## src/core/dorc_pkg.sv

```systemverilog
package dorc_pkg;

  // ****************************************
  // Register map
  // ****************************************
  localparam logic [1:0]  ADDR_BRIDGE_MODE  = 2'h0;
  localparam logic [1:0]  ADDR_LAMP_MIRROR  = 2'h1;
  localparam logic [15:0] RST_BRIDGE_MODE   = 16'h0000;
  localparam logic [15:0] RST_LAMP_MIRROR   = 16'h0000;
  localparam logic [15:0] WMASK_BRIDGE_MODE = 16'hFFF1;
  localparam logic [15:0] WMASK_LAMP_MIRROR = 16'hFFFE;

  // ****************************************
  // Field positions
  // ****************************************
  localparam int POS_MODE           = 0;
  localparam int POS_BRIDGE_TOP     = 15;
  localparam int POS_LAMP7_UPPER    = 15;
  localparam int POS_LAMP8_UPPER    = 13;
  localparam int POS_LAMP9          = 11;
  localparam int POS_LAMP10         = 10;
  localparam int POS_LAMP11         = 9;
  localparam int POS_PULLDOWN       = 8;
  localparam int POS_DAC_LSB        = 2;
  localparam int POS_MIRROR_ENABLE  = 1;

  // ****************************************
  // Mirror reference scaling
  // ****************************************
  // 1.5 V full scale over 64 codes; 1.2 V limit is code 51 (1.195 V)
  localparam real        REF_FULL_SCALE_V = 1.5;
  localparam real        REF_CLAMP_V      = 1.2;
  localparam logic [5:0] REF_CLAMP_CODE   = 6'($rtoi(REF_CLAMP_V * 64.0 / REF_FULL_SCALE_V));

  // ****************************************
  // Carried groups
  // ****************************************
  typedef struct packed {
    logic [5:0] bridge_pwm_select;    // Index 0 is output 1
    logic [4:0] lamp_pwm_select;      // Index 0 is output 7
    logic       mirror_pulldown_pwm_select;
    logic       internal_pwm_enable;
    logic       full_scale_select;
  } dorc_pwm_cfg_t;

  typedef struct packed {
    logic [5:0] high_side_enable;
    logic [5:0] low_side_enable;
    logic [4:0] lamp_on;              // Index 0 is output 7
    logic [1:0] lamp_led_mode;
    logic       mirror_pulldown_enable;
    logic       pass_transistor_drive;
    logic [5:0] mirror_ref_code;
  } dorc_drive_t;

endpackage

```

## src/core/dorc_regs.sv

```systemverilog
`timescale 1ns/1ns
module dorc_regs
  import dorc_pkg::*;
(
  // Clock and reset
  input  wire logic          clk,
  input  wire logic          rst_n,
  // Register access from the serial frame decoder
  input  wire logic          wr_en,
  input  wire logic          rd_en,
  input  wire logic [1:0]    reg_addr,
  input  wire logic [15:0]   wr_data,
  output logic      [15:0]   rd_data,
  // Settings held in the PWM control registers
  input  wire dorc_pwm_cfg_t pwm_cfg,
  // PWM sources
  input  wire logic          pwm_input_a,
  input  wire logic          pwm_input_b,
  input  wire logic          pwm_internal,
  // Driver controls
  output logic               active_mode,
  output dorc_drive_t        drive
);

  // ****************************************
  // Control registers
  // ****************************************
  logic [15:0] bridge_and_mode_control;
  logic [15:0] lamp_and_mirror_control;
  logic        standby_write;

  // A write with mode low wipes everything, including this same write's other bits
  assign standby_write = wr_en && reg_addr == ADDR_BRIDGE_MODE && !wr_data[POS_MODE];

  always_ff @(posedge clk or negedge rst_n) begin
    if (!rst_n) begin
      bridge_and_mode_control <= RST_BRIDGE_MODE;
    end else if (standby_write) begin
      bridge_and_mode_control <= RST_BRIDGE_MODE;
    end else if (wr_en && reg_addr == ADDR_BRIDGE_MODE) begin
      bridge_and_mode_control <= wr_data & WMASK_BRIDGE_MODE;
    end
  end

  always_ff @(posedge clk or negedge rst_n) begin
    if (!rst_n) begin
      lamp_and_mirror_control <= RST_LAMP_MIRROR;
    end else if (standby_write) begin
      lamp_and_mirror_control <= RST_LAMP_MIRROR;
    end else if (wr_en && reg_addr == ADDR_LAMP_MIRROR) begin
      lamp_and_mirror_control <= wr_data & WMASK_LAMP_MIRROR;
    end
  end

  always_ff @(posedge clk or negedge rst_n) begin
    if (!rst_n) begin
      rd_data <= 16'h0000;
    end else if (rd_en) begin
      unique case (reg_addr)
        ADDR_BRIDGE_MODE: rd_data <= bridge_and_mode_control;
        ADDR_LAMP_MIRROR: rd_data <= lamp_and_mirror_control;
        default:          rd_data <= 16'h0000;
      endcase
    end
  end

  // ****************************************
  // Output decode
  // ****************************************
  logic              mode_bit;
  logic [5:0]        next_high;
  logic [5:0]        next_low;
  logic [5:0]        bridge_gate;
  logic [4:0]        lamp_enable;
  logic [4:0]        lamp_source;
  logic [4:0]        next_lamp_on;
  logic [1:0]        next_led_mode;
  logic [5:0]        dac_code;
  logic              mirror_en;
  logic              next_pulldown;
  logic [5:0]        next_ref_code;

  assign mode_bit  = bridge_and_mode_control[POS_MODE];
  assign dac_code  = lamp_and_mirror_control[POS_DAC_LSB +: 6];
  assign mirror_en = lamp_and_mirror_control[POS_MIRROR_ENABLE];

  genvar i;
  generate
    for (i = 0; i < 6; i++) begin : g_bridge
      logic hs_bit;
      logic ls_bit;
      assign hs_bit = bridge_and_mode_control[POS_BRIDGE_TOP - 2 * i];
      assign ls_bit = bridge_and_mode_control[POS_BRIDGE_TOP - 2 * i - 1];
      // Output 5 gates on the second pin
      assign bridge_gate[i] = !pwm_cfg.bridge_pwm_select[i] ||
                              ((i == 4) ? pwm_input_b : pwm_input_a);
      // Mismatched pair only; 00 and 11 both leave the output floating
      assign next_high[i] = mode_bit && hs_bit && !ls_bit && bridge_gate[i];
      assign next_low[i]  = mode_bit && ls_bit && !hs_bit && bridge_gate[i];
    end
  endgenerate

  // Lamp enables: 7 and 8 take a two-bit mode field, 10 is forced by the mirror
  always_comb begin
    lamp_enable[0] = ^lamp_and_mirror_control[POS_LAMP7_UPPER -: 2];
    lamp_enable[1] = ^lamp_and_mirror_control[POS_LAMP8_UPPER -: 2];
    lamp_enable[2] = lamp_and_mirror_control[POS_LAMP9];
    lamp_enable[3] = lamp_and_mirror_control[POS_LAMP10] || mirror_en;
    lamp_enable[4] = lamp_and_mirror_control[POS_LAMP11];
    next_led_mode  = {lamp_and_mirror_control[POS_LAMP8_UPPER -: 2] == 2'b01,
                      lamp_and_mirror_control[POS_LAMP7_UPPER -: 2] == 2'b01};
  end

  // Internal generator replaces the pin for 7 to 10 only; 11 has no internal route
  always_comb begin
    lamp_source[0] = pwm_cfg.internal_pwm_enable ? pwm_internal : pwm_input_a;
    lamp_source[1] = pwm_cfg.internal_pwm_enable ? pwm_internal : pwm_input_b;
    lamp_source[2] = pwm_cfg.internal_pwm_enable ? pwm_internal : pwm_input_a;
    lamp_source[3] = pwm_cfg.internal_pwm_enable ? pwm_internal : pwm_input_b;
    lamp_source[4] = pwm_input_a;
  end

  generate
    for (i = 0; i < 5; i++) begin : g_lamp
      assign next_lamp_on[i] = mode_bit && lamp_enable[i] &&
                               (!pwm_cfg.lamp_pwm_select[i] || lamp_source[i]);
    end
  endgenerate

  assign next_pulldown = mode_bit && lamp_and_mirror_control[POS_PULLDOWN] &&
                         dac_code == 6'h00 &&
                         (!pwm_cfg.mirror_pulldown_pwm_select || pwm_input_a);

  // Clamp in code space keeps the analog side a plain 1.5 V full-scale converter
  assign next_ref_code = (!pwm_cfg.full_scale_select && dac_code > REF_CLAMP_CODE) ?
                         REF_CLAMP_CODE : dac_code;

  // ****************************************
  // Registered drive outputs
  // ****************************************
  always_ff @(posedge clk or negedge rst_n) begin
    if (!rst_n) begin
      active_mode <= 1'b0;
      drive       <= '0;
    end else begin
      active_mode                  <= mode_bit;
      drive.high_side_enable       <= next_high;
      drive.low_side_enable        <= next_low;
      drive.lamp_on                <= next_lamp_on;
      drive.lamp_led_mode          <= mode_bit ? next_led_mode : 2'b00;
      drive.mirror_pulldown_enable <= next_pulldown;
      drive.pass_transistor_drive  <= mode_bit && mirror_en;
      drive.mirror_ref_code        <= mode_bit ? next_ref_code : 6'h00;
    end
  end

endmodule

```

## config.mk

```make
export PLATFORM = sky130hd
export DESIGN_NAME = dorc_regs
export DESIGN_NICKNAME = d
export VERILOG_FILES = /design/src/core/dorc_pkg.sv /design/src/core/dorc_regs.sv
export SDC_FILE = /design/constraint.sdc
export NUM_CORES = 1
export LEC_CHECK = 0
export ABC_AREA = 1
export ABC_CLOCK_PERIOD_IN_PS = 1100
export BUFFER_PORTS_ARGS = -buffer_cell sky130_fd_sc_hd__buf_2
export CORE_MARGIN = 2
export CORE_UTILIZATION = 50
export CTS_CLUSTER_SIZE = 40
export DETAILED_ROUTE_END_ITERATION = 7
export GPL_ROUTABILITY_DRIVEN = 1
export PLACE_DENSITY_LB_ADDON = 0.3
export SLEW_MARGIN = 20
export SYNTH_ARGS = -nofsm -noshare
export SYNTH_HDL_FRONTEND = slang
export SYNTH_SLANG_ARGS = --single-unit
```

## constraint.sdc

```tcl
create_clock -name clk -period 1.1 [get_ports clk]
set_input_delay 0.275 -clock clk [delete_from_list [all_inputs] [get_ports clk]]
set_output_delay 0.275 -clock clk [all_outputs]
set_load 0.01 [all_outputs]
```

## Word level (Yosys, flattened, before mapping)

Index checks and enable logic that the tools add are counted.

- Flip-flop bits (word level): 76
- Input port bits: 39
- Output and inout bits: 44
- Word-level logic and storage cells: 124

- Magnitude comparators: 1
- Eq/ne operators: 3
- Multiplexer cells: 10
- Reduce and logical (&&, ||, !) cells: 99

Operators with widths:

| operator | number |
|---|---|
| $mux 16 | 4 |
| $logic_and 1x1->1 | 54 |
| $pmux 16 s2 | 1 |
| $logic_not 1->1 | 26 |
| $logic_or 1x1->1 | 13 |
| $mux 6 | 2 |
| $eq 2x1->1 const B | 3 |
| $gt 6x6->1 const B | 1 |
| $logic_not 6->1 | 1 |
| $reduce_bool 2->1 | 2 |
| $reduce_xor 2->1 | 2 |
| $logic_not 2->1 | 1 |
| $mux 1 | 2 |
| $mux 2 | 1 |

## Depth between registers and ports, before layout

- Word-level depth: 4
- Mapped depth: 6
- Mapped depth without buffers: 5

## Least setup slack after synthesis

Ideal clock, no wire load.

- Kind: input-to-reg
- Start: input rd_en
- End: register rd_data[10]
- Setup time: 0.066 ns
- Arrival time: 0.952 ns
- Data required time: 1.034 ns
- Path slack: 0.082 ns
- Cell stages on the path: 5
- Buffers on the path: 2
- Path through: buf_2 > inv_1 > clkbuf_1 > nand2_1 > nand2_1

RTL lines:

| what | line | text |
|---|---|---|
| from (decl) | dorc_regs.sv:10 | `input wire logic rd_en,` |
| to (signal assigned) | dorc_regs.sv:60 | `ADDR_BRIDGE_MODE: rd_data <= bridge_and_mode_control;` |
| to (signal assigned) | dorc_regs.sv:61 | `ADDR_LAMP_MIRROR: rd_data <= lamp_and_mirror_control;` |
| to (decl) | dorc_regs.sv:13 | `output logic [15:0] rd_data,` |

## Worst setup path in the final report

- Start: register rd_data[8]
- End: output rd_data[8]

No word-level cell between the ends.

==> reports/metrics.cfg <==
[cts]
clk_latency_ns=0.35
h-tree-depth=3
clkTransAtPathRegs_ns=0.07
root_buffer=clkbuf_8
cts_tree=done
cts_buffers=9
cts_sinks=72
cts_buffer_depth=2

[sta]
setup_viol=44
drv_slew=0
rsz0062_at_grt=true
fin_ws_ns=-0.07703
setup-tns-final_ns=-1.235
hold_viol_final=0
maxSlewHeadroom_pct=75.07
period_minus_slack_ns=1.177
clock.fmax_mhz=849.6
whs_ns=0.09460
worst_slew_pin_slew_ns=0.3740
clock-skew-final_ns=0.006163
period_share_pct=107.0

[yosys]
synth_area_leaders=dfrtp_1 59%, nand2_1 17%, nand3_1 9.5%, inv_1 3.4%, nor2_1 1.7%
synth_top_area_share_pct=58.66
ys_seq_elements=72
syn_nets=397
syn_area_per_cell_um2=8.628
ys_seq_area_share_pct=58.66
synth_cells=356
yosys.area.top_type=dfrtp_1
synth_cell_types=20
syn_area_um2=3072
yosysWarnings=0

[placed_design]
place_inst=516
gp_congestion=0.8421
dp_hpwl_um=5454
port_buffers=82

[route]
wirelength_um=8030
drt-initial-drc-count=161
vias=2823
drc=0
wl_per_cell_um=14.55
drtAntennaViolNets=0
dr.pass1.iters=5
via_per_inst=5.114

[setup_path]
crit_path_max_fanout=2
cp.required_ns=0.82
cp-start-kind=flip-flop
crit_buf_inv=1
cp.arrival_ns=0.90
worstPathCellList=buf_2
cpLargestDelayFamily=flip-flops
crit_path_max_incr_delay_ns=0.40
crit_slowest_cell=dfrtp_1
endpoint_kind=output port
path_class=flip-flop to output port

[pwr]
clock_power_share_pct=35.3
irDropWorstVdd_mv=0.8229
p_sw_mw=1.771
power.internal_mw=4.723
power_frac_comb_pct=16.7
switching_share_pct=27.27
pwr-share-seq_pct=48.0
powerDensity_nw_per_um2=1615
p_leak_nw=2.393

[floorplanning]
initial_utilization_pct=51.88
die_w_um=82.38
die_area_um2=6786
io_pins=83
row_count=28
core_um2=5921
die-height_um=82.38

[final_layout]
layout_common_cells=142 x nand2_1, 79 x buf_2, 70 x dfrtp_1
area_growth_pct=30.96
finalNonFillerCells=552
drive_gt1_share_pct=29.35
mostFrequentLayoutCell=nand2_1
nets=513
diodes=0

[global_routing]
grt-ovfl-total=0
antenna_found_initial=0
grt_pass1_wl_um=12850
grt_max_degree=73
grt_usage_pct=25.76
grt_pass1_vias=2647

[run_status]
violations=setup timing
status=complete, but fails checks

[flow_run]
cap_violations=0

[min_path]
hold_path_class=input pin to flip-flop

==> final timing paths <==
| kind | endpoint | start | slack, ns | cells after the start |
|---|---|---|---|---|
| setup reg to reg | drive[10] | lamp_and_mirror_control[14] | 0.05 | 4 |
| hold reg to reg | drive[20] | bridge_and_mode_control[5] | 0.50 | 1 |
| setup / recovery | rd_data[8] | rd_data[8] | -0.08 | 1 |
| min in group asynchronous | drive[20] | rst_n | 0.48 | 3 |
| hold / removal | drive[14] | pwm_cfg[7] | 0.09 | 2 |
| max in group asynchronous | lamp_and_mirror_control[7] | rst_n | 0.31 | 3 |
==> stage by stage <==
stage	utilization [%]	cell area, um^2	worst slack, ns	total power, mW
floorplan	-	3072	0.08211	3.643
global placement	61.39	3635	-0.06683	4.091
detailed placement	61.39	3635	-0.1137	4.134
CTS	66.44	3934	-0.07940	6.471
global route	67.94	4023	-0.09059	6.793
finish	67.94	4023	-0.07703	6.495
==> power by group through the flow <==
stage / clock network, mW / registers (mW) / logic [mW]
floorplan: 0 / 3.17 / 0.470
global route: 2.42 / 3.15 / 1.22
CTS: 2.33 / 3.11 / 1.03
detailed placement: 0 / 3.16 / 0.971
global placement: 0 / 3.15 / 0.939
finish: 2.29 / 3.12 / 1.08
==> cells by family after synthesis <==
group	count (synthesis)	share of synthesized area, %
flops	72	58.66
simple gates	229	32.22
fa+ha+maj	2	0.8145
buf+inv	45	7.006
compound gates	8	1.303
==> area by class of cell <==
| type | count | area [um^2] |
|---|---|---|
| fillers | 507 | 1898 |
| flip-flops and latches | 72 | 1804 |
| multi-input cells | 239 | 1055 |
| repair buffers | 120 | 742.0 |
| clock buffers | 13 | 148.9 |
| inverters | 30 | 113.9 |
| well taps | 75 | 93.84 |
| clock inverters | 3 | 65.06 |
==> flip-flops by register name (all words and copies together), names as in the netlist <==
| register | count |
|---|---|
| drive | 27 |
| rd_data | 16 |
| lamp_and_mirror_control | 15 |
| bridge_and_mode_control | 13 |
| active_mode | 1 |
==> metal layers <==
layer | share of wire (%) | GRT usage, %
met2 | 48 | 39.35
met5 | 0 | 0
met1 | 42 | 35.65
met3 | 7.4 | 5.326
met4 | 2.8 | 11.33
==> what timing repair did <==
item / CTS / global route
setup endpoints to repair: 44 / 46
hold endpoints to repair: 72 / 0
gates cloned: 0 / 0
gates resized for setup: 0 / 5
hold buffers: 1 / 0
buffers inserted: 10 / 9
==> synthesized netlist by cell type <==
cell type	count
nand3_1	58
o21ai_0	5
buf_4	2
clkbuf_1	1
nor2_1	14
buf_1	2
ha_1	2
nand2_4	1
nand2_1	142
nand4_1	1
nor3_1	10
nor2_4	1
inv_2	1
nand3_4	2
a21oi_1	3
clkinv_2	1
inv_1	28
buf_2	6
dfrtp_1	72
buf_6	4
No activity file was read; power rests on OpenSTA's default activity.
